### src/design/ddrcd_map.vh
`ifndef DDRCD_MAP_VH
`define DDRCD_MAP_VH
// ----------------------------------------
// command codes (one-hot decoder outputs)
// ----------------------------------------
`define DDRCD_CMD_W 11
`define DDRCD_CMD_DESEL 11'h0_001
`define DDRCD_CMD_NOP 11'h0_002
`define DDRCD_CMD_MODE_LD 11'h0_004
`define DDRCD_CMD_EXT_LD 11'h0_008
`define DDRCD_CMD_ACT 11'h0_010
`define DDRCD_CMD_RD 11'h0_020
`define DDRCD_CMD_WR 11'h0_040
`define DDRCD_CMD_PRE 11'h0_080
`define DDRCD_CMD_BST 11'h0_100
`define DDRCD_CMD_REF 11'h0_200
`define DDRCD_CMD_SREF 11'h0_400
// ----------------------------------------
// field positions
// ----------------------------------------
`define DDRCD_AUTOPRE_BIT 10
`define DDRCD_ADDR_W 13
`define DDRCD_BANK_W 2
`define DDRCD_OPER_W 15
`define DDRCD_NBANK 4
`define DDRCD_BANKS_ALL 4'hf
`define DDRCD_BANKS_NONE 4'h0
`define DDRCD_COL_W 9
`endif

### src/design/ddrcd_lane.v
`default_nettype none
`include "ddrcd_map.vh"
// ----------------------------------------
// one byte lane: strobe-timed capture with mask
// ----------------------------------------
module ddrcd_lane (
  // clock and reset
  input wire i_mclk,
  input wire i_nrst,
  // pins, already synchronised
  input wire i_strobe,
  input wire i_mask,
  input wire [7:0] i_data,
  // control
  input wire i_wr_active,
  // captured beat
  output reg o_beat_valid,
  output reg [7:0] o_beat_data
);
  reg strobe_last_reg;
  wire strobe_edge;
  assign strobe_edge = i_strobe ^ strobe_last_reg;
  always @(posedge i_mclk) begin
    if (!i_nrst) begin
      strobe_last_reg <= 1'b0;
      o_beat_valid <= 1'b0;
      o_beat_data <= 8'h00;
    end else begin
      strobe_last_reg <= i_strobe;
      // each edge carries its own mask; masked beats are not stored
      o_beat_valid <= i_wr_active & strobe_edge & ~i_mask;
      if (i_wr_active & strobe_edge & ~i_mask) begin
        o_beat_data <= i_data;
      end
    end
  end
endmodule // ddrcd_lane
`default_nettype wire

### src/design/ddrcd_top.v
`default_nettype none
`include "ddrcd_map.vh"
module ddrcd_top #(
  parameter ADDR_W = `DDRCD_ADDR_W,
  parameter BANK_W = `DDRCD_BANK_W
) (
  // clock and reset
  input wire i_mclk,
  input wire i_nrst,
  // command pins
  input wire i_link_clk,
  input wire i_clk_en,
  input wire i_chip_sel_n,
  input wire i_row_strobe_n,
  input wire i_col_strobe_n,
  input wire i_write_en_n,
  input wire [ADDR_W-1:0] i_addr,
  input wire [BANK_W-1:0] i_bank_select_lines,
  // data lane pins
  input wire i_lower_byte_mask,
  input wire i_upper_byte_mask,
  input wire [15:0] i_dq,
  output reg [15:0] o_dq,
  output reg o_dq_oe,
  input wire i_lower_byte_strobe,
  output reg o_lower_byte_strobe,
  output reg o_lower_byte_strobe_oe,
  input wire i_upper_byte_strobe,
  output reg o_upper_byte_strobe,
  output reg o_upper_byte_strobe_oe,
  // read data source from array
  input wire [15:0] i_rd_data,
  // decoded results
  output reg [`DDRCD_CMD_W-1:0] o_cmd,
  output reg o_mode_register_load,
  output reg o_extended_mode_register_load,
  output reg [`DDRCD_OPER_W-1:0] o_register_operand,
  output reg [ADDR_W-1:0] o_row_addr,
  output reg [`DDRCD_COL_W-1:0] o_col_addr,
  output reg o_auto_precharge_flag,
  output reg [BANK_W-1:0] o_bank,
  output reg [`DDRCD_NBANK-1:0] o_precharge_banks,
  output reg o_power_down,
  output reg o_self_refresh,
  // captured write data
  output reg [1:0] o_wr_beat_valid,
  output reg [15:0] o_wr_beat_data
);
  // ----------------------------------------
  // input synchronisers
  // ----------------------------------------
  localparam SYNC_W = 8 + ADDR_W + BANK_W + 16;
  wire [SYNC_W-1:0] pins_raw;
  reg [SYNC_W-1:0] sync1_reg;
  reg [SYNC_W-1:0] sync2_reg;
  assign pins_raw = {i_link_clk, i_clk_en, i_chip_sel_n, i_row_strobe_n, i_col_strobe_n,
                     i_write_en_n, i_addr, i_bank_select_lines, i_lower_byte_mask,
                     i_upper_byte_mask, i_dq};
  wire ck_s, cke_s, cs_n, ras_n, cas_n, we_n, lmask_s, umask_s;
  wire [ADDR_W-1:0] addr_s;
  wire [BANK_W-1:0] ba_s;
  wire [15:0] dq_s;
  assign {ck_s, cke_s, cs_n, ras_n, cas_n, we_n, addr_s, ba_s, lmask_s, umask_s, dq_s} = sync2_reg;
  reg [1:0] dqs_sync1_reg;
  reg [1:0] dqs_sync2_reg;
  always @(posedge i_mclk) begin
    if (!i_nrst) begin
      sync1_reg <= {SYNC_W{1'b0}};
      sync2_reg <= {SYNC_W{1'b0}};
      dqs_sync1_reg <= 2'h0;
      dqs_sync2_reg <= 2'h0;
    end else begin
      sync1_reg <= pins_raw;
      sync2_reg <= sync1_reg;
      dqs_sync1_reg <= {i_upper_byte_strobe, i_lower_byte_strobe};
      dqs_sync2_reg <= dqs_sync1_reg;
    end
  end
  // ----------------------------------------
  // link clock edge and command decode
  // ----------------------------------------
  reg ck_last_reg;
  reg cke_prev_reg;
  wire ck_rise;
  assign ck_rise = ck_s & ~ck_last_reg;
  reg [`DDRCD_CMD_W-1:0] cmd_dec;
  // mask pins are absent from this decode
  always @* begin
    cmd_dec = `DDRCD_CMD_NOP;
    if (cs_n) begin
      cmd_dec = `DDRCD_CMD_DESEL;
    end else begin
      case ({ras_n, cas_n, we_n})
        3'b000: cmd_dec = ba_s[0] ? `DDRCD_CMD_EXT_LD : `DDRCD_CMD_MODE_LD;
        3'b011: cmd_dec = `DDRCD_CMD_ACT;
        3'b101: cmd_dec = `DDRCD_CMD_RD;
        3'b100: cmd_dec = `DDRCD_CMD_WR;
        3'b010: cmd_dec = `DDRCD_CMD_PRE;
        3'b110: cmd_dec = `DDRCD_CMD_BST;
        3'b001: cmd_dec = cke_s ? `DDRCD_CMD_REF : `DDRCD_CMD_SREF;
        default: cmd_dec = `DDRCD_CMD_NOP;
      endcase
    end
  end
  wire idle_cmd;
  assign idle_cmd = cs_n | (ras_n & cas_n & we_n);
  // ----------------------------------------
  // power state machine (one-hot)
  // ----------------------------------------
  localparam ST_RUN = 3'b001;
  localparam ST_PDN = 3'b010;
  localparam ST_SREF = 3'b100;
  reg [2:0] state_reg;
  reg [2:0] state_next;
  always @* begin
    state_next = state_reg;
    case (state_reg)
      ST_RUN: begin
        if (cke_prev_reg & ~cke_s) begin
          if (idle_cmd) state_next = ST_PDN;
          else if (cmd_dec == `DDRCD_CMD_SREF) state_next = ST_SREF;
        end
      end
      ST_PDN, ST_SREF: begin
        if (cke_s & idle_cmd) state_next = ST_RUN;
      end
      default: state_next = ST_RUN;
    endcase
  end
  // ----------------------------------------
  // command outputs
  // ----------------------------------------
  wire cmd_take;
  assign cmd_take = ck_rise & cke_prev_reg & (state_reg == ST_RUN);
  reg [1:0] wr_active_reg;
  always @(posedge i_mclk) begin
    if (!i_nrst) begin
      ck_last_reg <= 1'b0;
      cke_prev_reg <= 1'b0;
      state_reg <= ST_RUN;
      o_cmd <= `DDRCD_CMD_DESEL;
      o_mode_register_load <= 1'b0;
      o_extended_mode_register_load <= 1'b0;
      o_register_operand <= {`DDRCD_OPER_W{1'b0}};
      o_row_addr <= {ADDR_W{1'b0}};
      o_col_addr <= {`DDRCD_COL_W{1'b0}};
      o_auto_precharge_flag <= 1'b0;
      o_bank <= {BANK_W{1'b0}};
      o_precharge_banks <= `DDRCD_BANKS_NONE;
      o_power_down <= 1'b0;
      o_self_refresh <= 1'b0;
      wr_active_reg <= 2'b00;
    end else begin
      ck_last_reg <= ck_s;
      o_cmd <= `DDRCD_CMD_DESEL;
      o_mode_register_load <= 1'b0;
      o_extended_mode_register_load <= 1'b0;
      o_precharge_banks <= `DDRCD_BANKS_NONE;
      if (ck_rise) begin
        cke_prev_reg <= cke_s;
        state_reg <= state_next;
        o_power_down <= state_next == ST_PDN;
        o_self_refresh <= state_next == ST_SREF;
      end
      if (cmd_take) begin
        o_cmd <= cmd_dec;
        o_bank <= ba_s;
        case (cmd_dec)
          `DDRCD_CMD_MODE_LD, `DDRCD_CMD_EXT_LD: begin
            o_register_operand <= {ba_s, addr_s};
            o_mode_register_load <= cmd_dec == `DDRCD_CMD_MODE_LD;
            o_extended_mode_register_load <= cmd_dec == `DDRCD_CMD_EXT_LD;
          end
          `DDRCD_CMD_ACT: o_row_addr <= addr_s;
          `DDRCD_CMD_RD, `DDRCD_CMD_WR: begin
            o_col_addr <= addr_s[`DDRCD_COL_W-1:0];
            o_auto_precharge_flag <= addr_s[`DDRCD_AUTOPRE_BIT];
            wr_active_reg <= (cmd_dec == `DDRCD_CMD_WR) ? 2'b11 : 2'b00;
          end
          `DDRCD_CMD_PRE: begin
            o_precharge_banks <= addr_s[`DDRCD_AUTOPRE_BIT] ? `DDRCD_BANKS_ALL :
              (4'h1 << ba_s);
          end
          `DDRCD_CMD_BST: wr_active_reg <= 2'b00;
          default: wr_active_reg <= wr_active_reg;
        endcase
      end
    end
  end
  // ----------------------------------------
  // byte lanes
  // ----------------------------------------
  wire [1:0] mask_s;
  assign mask_s = {umask_s, lmask_s};
  wire [1:0] lane_valid;
  wire [15:0] lane_data;
  genvar g;
  generate
    for (g = 0; g < 2; g = g + 1) begin : g_lane
      ddrcd_lane u_lane (
        .i_mclk(i_mclk),
        .i_nrst(i_nrst),
        .i_strobe(dqs_sync2_reg[g]),
        .i_mask(mask_s[g]),
        .i_data(dq_s[8*g+7:8*g]),
        .i_wr_active(wr_active_reg[g]),
        .o_beat_valid(lane_valid[g]),
        .o_beat_data(lane_data[8*g+7:8*g])
      );
    end
  endgenerate
  // read path: strobe toggles with each data beat
  reg rd_active_reg;
  always @(posedge i_mclk) begin
    if (!i_nrst) begin
      rd_active_reg <= 1'b0;
      o_dq <= 16'h0000;
      o_dq_oe <= 1'b0;
      o_lower_byte_strobe <= 1'b0;
      o_lower_byte_strobe_oe <= 1'b0;
      o_upper_byte_strobe <= 1'b0;
      o_upper_byte_strobe_oe <= 1'b0;
      o_wr_beat_valid <= 2'b00;
      o_wr_beat_data <= 16'h0000;
    end else begin
      o_wr_beat_valid <= lane_valid;
      o_wr_beat_data <= lane_data;
      if (cmd_take) begin
        rd_active_reg <= cmd_dec == `DDRCD_CMD_RD ||
          (rd_active_reg && cmd_dec != `DDRCD_CMD_BST && cmd_dec != `DDRCD_CMD_WR);
      end
      o_dq_oe <= rd_active_reg;
      o_lower_byte_strobe_oe <= rd_active_reg;
      o_upper_byte_strobe_oe <= rd_active_reg;
      if (rd_active_reg && ck_s != ck_last_reg) begin
        o_dq <= i_rd_data;
        o_lower_byte_strobe <= ck_s;
        o_upper_byte_strobe <= ck_s;
      end
    end
  end
endmodule // ddrcd_top
`default_nettype wire

### config.mk
export PLATFORM = sky130hd
export DESIGN_NAME = ddrcd_top
export DESIGN_NICKNAME = d
export VERILOG_FILES = /design/src/design/ddrcd_lane.v /design/src/design/ddrcd_top.v
export VERILOG_INCLUDE_DIRS = /design/src /design/src/design
export SDC_FILE = /design/constraint.sdc
export NUM_CORES = 1
export LEC_CHECK = 0
export BUFFER_PORTS_ARGS = -buffer_cell sky130_fd_sc_hd__buf_2
export CELL_PAD_IN_SITES_DETAIL_PLACEMENT = 0
export CELL_PAD_IN_SITES_GLOBAL_PLACEMENT = 2
export CORE_MARGIN = 4
export CORE_UTILIZATION = 32
export CTS_CLUSTER_DIAMETER = 30
export DETAILED_ROUTE_END_ITERATION = 6
export MAX_ROUTING_LAYER = met4
export PLACE_DENSITY_LB_ADDON = 0.1
export SYNTH_ARGS = -nofsm -noshare
export SYNTH_HDL_FRONTEND = slang
export SYNTH_HIERARCHICAL = 1
export SYNTH_SLANG_ARGS = --single-unit
### constraint.sdc
create_clock -name i_mclk -period 2.1 [get_ports i_mclk]
set_input_delay 0 -clock i_mclk [delete_from_list [all_inputs] [get_ports i_mclk]]
set_output_delay 0 -clock i_mclk [all_outputs]
set_load 0.02 [all_outputs]
==> flow_summary_export.csv, run 1 <==
group,metric,value,unit
yosys,synth_area_leader_cell,"dfxtp_1",
yosys,synth-edff-count,0,
yosys,syn_nets,707,
pwr,finalPower,11.0,mW
timing,slew_headroom,55.9,%
place,port_buffers,156,
timing,fmax,0.548,GHz
grt,grt_pass1_vias,5089,
yosys,synthArstFlopShare,0,%
yosys,yosysMostFrequentCell,"dfxtp_1",
grt,met1_usage,16.9,%
yosys,synth_top_cell_area_share,62.6,%
clock_network,clock_sinks,204,
worst_setup_path,r2r_slack,0.28,ns
timing,tns,0,ns
timing,grt_setup_unrepaired,"false",
yosys,synth_area,6530,um2
worst_setup_path,r2r_start,"sync2_reg[38]",
worst_setup_path,worstReg2RegEnd,"wr_active_reg[0]",
floorplanning,coreArea,19800,um2
worst_hold_path,worstHoldPathType,"in2reg",
clock_network,cts_tree,"yes",
worst_setup_path,cp_num_cells,5,
layout,fill_cells,1880,
timing,skew,0.00964,ns
grt,grt_usage,13.9,%
place,place.gp.congestion,0.757,
floorplanning,initial_core_util,33.0,%
worst_setup_path,cp_cell_sequence,"ha_1 -> nand2b_2 -> or2_4 -> or4_1 -> o22ai_1",
routing,drc_errors,0,
clock_network,worstSkewPairLatency,0.51,ns
yosys,synthCells,647,
floorplanning,io_pins,157,
clock_network,postCtsHoldBufs,61,
worst_hold_path,hold_depth,3,
grt,use_met2,21.7,%
place,hpwl,9670,um
timing,fin_ws,0.275,ns
timing,final-setup-viol-count,0,
routing,detail-route-antenna-nets,0,
yosys,synthTopCellsByArea,"dfxtp_1 63%, and2_1 10%, nand2_1 5.9%",
clock_network,clk_pin_slew_worst_paths,0.05,ns
worst_setup_path,arrival,2.26,ns
routing,vias,5027,
yosys,seq_area_frac_synth,62.6,%
worst_setup_path,r2r_cells,5,
worst_hold_path,min_to,"sync1_reg[23]",
job,timing.max_cap.violations,0,
layout,nets,934,
layout,syn_to_final_growth,47.2,%
routing,via_per_inst,4.29,
clock_network,cts.path.max_buffers,3,
grt,grt_max_degree,164,
grt,overflow,0,
floorplanning,rows,51,
grt,gr-usage-met3,4.58,%
grt,grt_pass1_wl,24900,um
timing,period_minus_slack,1.82,ns
pwr,ir_drop,0.000632,V
layout,final_cells,1172,
layout,n_antenna_cell,0,
yosys,synthFlopType,"dfxtp_1",
timing,tightest_slew,0.661,ns
worst_hold_path,min_from,"i_addr[3]",
floorplanning,dieArea,22800,um2
grt,antenna_found_initial,0,
clock_network,numCtsBuffers,44,
worst_setup_path,critPathTopFamily,"simple AND/OR/NAND/NOR gates",
routing,routed_wl,15300,um
yosys,yosys-top-cells-count,"204 x dfxtp_1, 106 x and2_1, 102 x nand2_1, 31 x nor2_1",
timing,drv_slew,0,
layout,final_layout_size_suffix_gt1_share,26.8,%
floorplanning,die_h,151,um
grt,grt-busiest-layer,"met2",
clock_network,cts_root_buffer,"clkbuf_16",
timing,whs,0.227,ns
place,place_inst,1032,
yosys,synth_cell_types,43,
timing,finalHoldViolCount,0,
timing,min_period_over_period,86.9,%
clock_network,cts_resized,0,
status,status,"finished, final reports clean",
pwr,p_per_area,1150,nW/um2
worst_setup_path,cp_data_required_time,2.53,ns
routing,dr.first_iter.drc_count,146,
yosys,ys_warn_count,6,
routing,wl_per_cell,13.1,um
worst_setup_path,crit_buf_inv,0,
clock_network,cts_setup_buffers,0,
worst_setup_path,critPathKind,"reg2reg",
routing,dr.pass1.iters,6,
yosys,synth-seq-cells,204,
floorplanning,die_w,151,um
worst_setup_path,slowest_stage,"or4_1",
worst_setup_path,cp-start-kind,"register",
yosys,syn_avg_cell_area,10.1,um2
place,dp_slack,0.280,ns
worst_setup_path,critPathMaxFanout,7,
worst_setup_path,max_stage_delay,0.46,ns
worst_setup_path,endpoint_kind,"register",
clock_network,htreeDepth,2,
pwr,p_leak,4.11,nW
-- tightest hold or removal path: cells and delay by family --
kind / cells / cell delay [ns]
buf+inv: 2 / 0.61
simple gates: 1 / 0.10
-- through the flow --
stage,utilization (%),instance area [um2]
after floorplan,-,6530
after global placement,38.0,7520
after detailed placement,38.0,7520
after CTS,48.6,9610
after global routing,48.6,9610
final,48.6,9610
-- area by class of cell --
type	count	area [um2]	area share (%)
clock inverters	17	228	2.37
clock buffers	62	1260	13.1
repair buffers	225	1470	15.3
well taps	265	332	3.45
flip-flops and latches	204	4080	42.5
inverters	8	30.0	0.312
multi-input cells	391	2210	23.0
-- cells in the final DEF, fill, tap and decap left out, drive strengths merged, types with 6 or more instances in the layout --
cell type / count
dlygate4sd3: 61
nand3: 28
inv: 9
nand2: 102
and2: 106
clkinv: 10
clkbuf: 62
mux2i: 27
dfxtp: 204
nor4: 6
o21ai: 27
nor2: 31
nand2b: 6
buf: 164
a21oi: 24
-- where the power goes --
| group | internal (mW) | switching (mW) | total, mW |
|---|---|---|---|
| sequential | 3.96 | 0.0376 | 4.00 |
| combinational | 0.170 | 0.129 | 0.299 |
| clock | 4.64 | 2.08 | 6.72 |
-- worst max-delay path by stage --
stage                        from                to  slack (ns)
global placement    sync2_reg[38]  wr_active_reg[0]        0.35
CTS                 sync2_reg[38]     o_col_addr[3]        0.24
floorplan           sync2_reg[38]  wr_active_reg[0]        0.46
global route        sync2_reg[38]     o_col_addr[3]        0.10
detailed placement  sync2_reg[38]     o_col_addr[3]        0.28
finish              sync2_reg[38]  wr_active_reg[0]        0.28
-- cell families after synthesis --
group	after synthesis	synth area share, %
simple gates	296	23.7
flops	204	62.6
compound gates	64	5.39
buf+inv	52	3.62
mux	27	4.14
xor+xnor	3	0.403
fa+ha+maj	1	0.192
-- metal layers --
layer | up-vias | part of all wire (%)
met1 | 2284 | 44
met4 | 0 | 2.5
li1 | 2554 | -
met2 | 153 | 45
met5 | - | 0
met3 | 36 | 8.0
No activity file was read; power rests on OpenSTA's default activity.
==> run 2: changes to the inputs <==
Settings changed: CORE_UTILIZATION 32 to 33, SYNTH_HIERARCHICAL 1 to default.
==> run 2 against run 1 <==
Die area down 2.0%. Combinational power about the same. Global-route usage up 0.20 points. Sequential power about the same. Final cell count down 0.77%. Non-clock buffer count unchanged. Sequential share of layout area down 0.41 points.
==> flow_summary_export.csv, run 2 <==
group,metric,value,unit
place,place.gp.congestion,0.720,
worst_setup_path,endpoint_kind,"register",
layout,mostFrequentLayoutCells,"204 x dfxtp_1, 155 x buf_2, 104 x and2_1, 91 x nand2_1, 62 x dlygate4sd3_1",
timing,min_period_over_period,87.8,%
clock_network,clock_sinks,204,
floorplanning,io_pins,157,
routing,drc_errors,0,
worst_hold_path,hold_depth,3,
floorplanning,initial_core_util,33.8,%
worst_setup_path,arrival,2.27,ns
layout,fill_cells,1869,
layout,final_cells,1163,
yosys,synthTopCellsByArea,"dfxtp_1 62%, and2_1 9.9%, mux2i_1 5.9%",
pwr,ir_drop,0.000541,V
yosys,synth_cell_types,44,
worst_hold_path,min_from,"i_dq[14]",
floorplanning,die_w,149,um
clock_network,cts.path.max_buffers,3,
yosys,synthFlopType,"dfxtp_1",
yosys,syn_nets,692,
clock_network,clk_pin_slew_worst_paths,0.04,ns
layout,seq_area,4080,um2
routing,dr.first_iter.drc_count,193,
pwr,p_leak,4.34,nW
status,status,"finished, final reports clean",
timing,fin_ws,0.257,ns
worst_hold_path,min_to,"sync1_reg[14]",
yosys,syn_avg_cell_area,10.4,um2
worst_setup_path,cp_data_required_time,2.53,ns
timing,drv_slew,0,
floorplanning,coreArea,19500,um2
timing,fmax,0.543,GHz
timing,skew,0.0171,ns
job,timing.max_cap.violations,0,
yosys,synth_area,6590,um2
routing,via_per_inst,4.31,
layout,final_layout_size_suffix_gt1_share,27.8,%
place,dp_slack,0.135,ns
yosys,synth_area_leader_cell,"dfxtp_1",
routing,vias,5015,
routing,routed_wl,15500,um
clock_network,cts_tree,"yes",
clock_network,cts_setup_buffers,0,
floorplanning,die_h,149,um
yosys,synthCells,632,
yosys,synth_top_cell_area_share,62.0,%
routing,detail-route-antenna-nets,0,
floorplanning,rows,51,
grt,antenna_found_initial,0,
timing,tns,0,ns
clock_network,numCtsBuffers,44,
yosys,ys_warn_count,0,
clock_network,cts_root_buffer,"clkbuf_16",
layout,n_antenna_cell,0,
clock_network,htreeDepth,2,
clock_network,worstSkewPairLatency,0.51,ns
yosys,synthArstFlopShare,0,%
layout,final_common_cell,"dfxtp_1",
yosys,yosysMostFrequentCell,"dfxtp_1",
grt,grt_usage,14.2,%
layout,nets,923,
place,hpwl,9950,um
worst_hold_path,worstHoldPathType,"in2reg",
yosys,synth-seq-cells,204,
worst_setup_path,worstReg2RegEnd,"o_col_addr[7]",
layout,syn_to_final_growth,47.3,%
timing,period_minus_slack,1.84,ns
worst_setup_path,cp-start-kind,"register",
place,port_buffers,156,
grt,grt_pass1_vias,5037,
routing,dr.pass1.iters,4,
grt,overflow,0,
grt,grt_pass1_wl,25000,um
yosys,synth-edff-count,0,
timing,finalHoldViolCount,0,
floorplanning,dieArea,22300,um2
timing,grt_setup_unrepaired,"false",
yosys,seq_area_frac_synth,62.0,%
place,place_inst,1020,
yosys,yosys-top-cells-count,"204 x dfxtp_1, 104 x and2_1, 91 x nand2_1, 39 x a21oi_1, 39 x mux2i_1",
routing,wl_per_cell,13.3,um
layout,multi_input_area,2280,um2
timing,tightest_slew,0.806,ns
grt,grt_max_degree,91,
worst_setup_path,r2r_slack,0.26,ns
worst_setup_path,critPathKind,"reg2reg",
worst_setup_path,critPathMaxFanout,11,
worst_setup_path,r2r_start,"sync2_reg[38]",
timing,slew_headroom,46.3,%
pwr,p_per_area,1140,nW/um2
worst_setup_path,r2r_cells,5,
timing,final-setup-viol-count,0,
-- run 2: layer usage --
| metal | part of all wire, % | routed length [um] | track usage (%) |
|---|---|---|---|
| met5 | 0 | 0 | - |
| met4 | 2.4 | 369 | 5.40 |
| met3 | 5.5 | 847 | 3.89 |
| met2 | 48 | 7500 | 23.1 |
| met1 | 44 | 6770 | 16.7 |
-- run 2: final cells by class --
cell class / instances / area share [%]
multi-input cells: 380 / 23.5
flip-flops and latches: 204 / 42.1
inverters: 8 / 0.309
clock buffers: 57 / 13.0
repair buffers: 225 / 15.0
well taps: 265 / 3.42
clock inverters: 24 / 2.67
-- run 2: critical path, cell delays in order (launching register included) --
cell,delay (ns)
dfxtp_1,0.34
ha_1,0.36
nand4b_1,0.34
nor3b_2,0.24
buf_4,0.26
mux2i_1,0.22
-- run 2: how the worst max path moves through the flow --
stage / start / to / slack, ns / cells after the start
6_report: sync2_reg[38] / o_col_addr[7] / 0.26 / 5
5_1_grt: sync2_reg[38] / o_col_addr[7] / 0.09 / 5
4_1_cts: sync2_reg[38] / o_row_addr[5] / 0.13 / 4
3_5_place_dp: sync2_reg[38] / o_row_addr[5] / 0.13 / 4
3_3_place_gp: sync2_reg[38] / o_row_addr[4] / 0.23 / 4
2_1_floorplan: sync2_reg[38] / o_row_addr[10] / 0.61 / 7
-- run 2: per-stage QoR --
step	instance area, um2	power, mW	util [%]	hold slack, ns
floorplan	6590	4.18	-	0.127
global placement	7560	4.28	38.7	0.205
detailed placement	7560	4.28	38.7	0.210
CTS	9710	11.3	49.7	0.206
global route	9710	11.5	49.7	0.222
finish	9710	11.1	49.7	0.227
-- run 2: what timing repair did --
| item | CTS | global route |
|---|---|---|
| hold buffers | 62 | 0 |
| endpoints found under the setup margin | 0 | 2 |
| hold endpoints to repair | 64 | 0 |
| resized for setup | 0 | 1 |
-- run 2: cell families after synthesis --
| group | Yosys count | share of synthesized area, % |
|---|---|---|
| simple gates | 262 | 21.4 |
| flops | 204 | 62.0 |
| compound gates | 72 | 6.32 |
| buf+inv | 48 | 3.42 |
| mux | 39 | 5.92 |
| xor+xnor | 6 | 0.797 |
| fa+ha+maj | 1 | 0.190 |
-- run 2: where the power goes --
| part | switching, mW | internal (mW) | total, mW |
|---|---|---|---|
| clock network | 2.11 | 4.71 | 6.82 |
| logic | 0.129 | 0.169 | 0.298 |
| registers | 0.0358 | 3.96 | 4.00 |
| total | 2.27 | 8.84 | 11.1 |
==> run 3: changes to the inputs <==
Settings changed: CORE_UTILIZATION 33 to 35.
Clock period 2.1 ns to 2.3 ns, I/O delays scaled along.
==> run 3 against run 2 <==
Utilization increased by 2.1 points. Hold slack worse by 0.22 ns. Clock-buffer cell count rose by 4. Combinational power shrank 11%. Cell area shrank 2.5%. Register-to-register slack gained 0.15 ns. Sequential power down 8.8%. Clock power fell by 17%. Critical path type unchanged. Clock skew down 0.0023 ns. Largest cell class unchanged. Critical endpoint is now o_row_addr[11]. Sequential cell count stayed put. Global-route usage rose by 0.24 points.
==> flow_summary_export.csv, run 3 (synthesized netlist as in run 2, its figures left out) <==
group,metric,value,unit
layout,fin_util,51.8,%
floorplanning,coreArea,18300,um2
pwr,p_per_area,1010,nW/um2
grt,grt_pass1_wl,25000,um
timing,tns,0,ns
timing,tightest_slew,0.662,ns
clock_network,clk_pin_slew_worst_paths,0.04,ns
layout,nets,914,
pwr,pwr-share-seq,38.1,%
worst_setup_path,critPathMaxFanout,13,
clock_network,htreeDepth,2,
pwr,finalPower,9.57,mW
layout,syn_to_final_growth,43.5,%
worst_setup_path,cp_data_required_time,2.71,ns
grt,grt_max_degree,112,
worst_hold_path,worstHoldPathType,"in2reg",
worst_setup_path,crit_buf_inv,0,
routing,dr.pass1.iters,4,
clock_network,cts_resized,0,
clock_network,postCtsHoldBufs,57,
routing,drc_errors,0,
routing,dr.first_iter.drc_count,89,
grt,grt_pass1_vias,5077,
pwr,p_int,7.67,mW
worst_setup_path,critPathTopFamily,"simple AND/OR/NAND/NOR gates",
place,postPlaceCellArea,7520,um2
pwr,p_comb_share,2.8,%
worst_setup_path,cp-start-kind,"register",
layout,final_common_cell,"dfxtp_1",
layout,n_antenna_cell,0,
clock_network,cts_root_buffer,"clkbuf_16",
floorplanning,initial_core_util,36.1,%
routing,vias,4963,
grt,grt_usage,14.4,%
status,status,"finished, final reports clean",
layout,post-route-cell-area,9460,um2
routing,via_per_inst,4.45,
pwr,p_leak,4.24,nW
timing,fmax,0.529,GHz
worst_setup_path,slowest_stage,"and4b_1",
timing,final-setup-viol-count,0,
timing,slew_headroom,55.8,%
timing,skew,0.0148,ns
worst_setup_path,max_stage_delay,0.48,ns
pwr,switchingPower,1.90,mW
clock_network,numCtsBuffers,42,
timing,finalHoldViolCount,0,
clock_network,cts_tree,"yes",
layout,final_layout_size_suffix_gt1_share,26.7,%
place,place.gp.congestion,0.729,
timing,drv_slew,0,
clock_network,clock_sinks,204,
floorplanning,dieArea,21100,um2
pwr,p_sw_share,19.8,%
worst_setup_path,cp_cell_sequence,"ha_1 -> and4b_1 -> nand4_4 -> mux2i_1",
worst_setup_path,endpoint_kind,"register",
floorplanning,io_pins,157,
timing,grt_setup_unrepaired,"false",
routing,wl_per_cell,13.5,um
routing,detail-route-antenna-nets,0,
place,port_buffers,156,
floorplanning,die_w,145,um
pwr,ir_drop,0.000624,V
pwr,p_clk_share,59.1,%
worst_setup_path,arrival,2.30,ns
clock_network,worstSkewPairLatency,0.50,ns
clock_network,cts_setup_buffers,0,
routing,routed_wl,15100,um
worst_setup_path,critPathKind,"reg2reg",
layout,mostFrequentLayoutCells,"204 x dfxtp_1, 155 x buf_2, 104 x and2_1, 91 x nand2_1, 57 x dlygate4sd3_1",
grt,antenna_found_initial,0,
timing,min_period_over_period,82.1,%
floorplanning,rows,49,
job,timing.max_cap.violations,0,
timing,period_minus_slack,1.89,ns
floorplanning,die_h,145,um
clock_network,cts.path.max_buffers,3,
grt,overflow,0,
place,hpwl,9810,um
==> run 3: cell types whose count changed in the layout (fill, tap and decap cells not counted), sizes merged <==
cell / change
clkinvlp: -3
bufinv: -2
dlygate4sd3: -5
clkinv: -4
buf: -2
clkbuf: +4
==> run 3: area by class of cell <==
type | count | area, um2
well taps | 229 | 287
fillers | 1674 | 8810
clock buffers | 61 | 1230
inverters | 8 | 30.0
repair buffers | 218 | 1400
multi-input cells | 380 | 2280
flip-flops and latches | 204 | 4080
clock inverters | 15 | 141
==> run 3: power by group through the flow <==
| stage | combinational [mW] | clock, mW | sequential (mW) |
|---|---|---|---|
| after detailed placement | 0.195 | 0 | 3.71 |
| after global routing | 0.299 | 6.00 | 3.65 |
| after global placement | 0.191 | 0 | 3.71 |
| final | 0.266 | 5.66 | 3.65 |
| after CTS | 0.270 | 5.81 | 3.65 |
| after floorplan | 0.122 | 0 | 3.70 |
==> run 3: final timing paths <==
kind	from	end	slack (ns)	depth (start not counted)
worst max-delay path	sync2_reg[38]	o_row_addr[11]	0.41	4
worst min-delay path	i_nrst	sync2_reg[33]	0.01	2
worst max register to register	sync2_reg[38]	o_row_addr[11]	0.41	4
worst min register to register	sync1_reg[2]	sync2_reg[2]	0.43	1
==> run 3: metal layers <==
layer,vias up,GRT usage [%],share of wire (%)
li1,2536,-,-
met1,2276,16.1,43
met2,129,24.6,50
met3,22,4.43,5.7
met4,0,4.70,1.4
met5,-,-,0
==> run 3: metrics by stage <==
step	hold WS, ns	cells	setup slack [ns]
floorplan	0.127	632	0.805
global placement	0.207	982	0.432
detailed placement	0.210	982	0.406
CTS	0.0168	1115	0.390
global route	0.0463	1115	0.256
finish	0.0107	1115	0.411
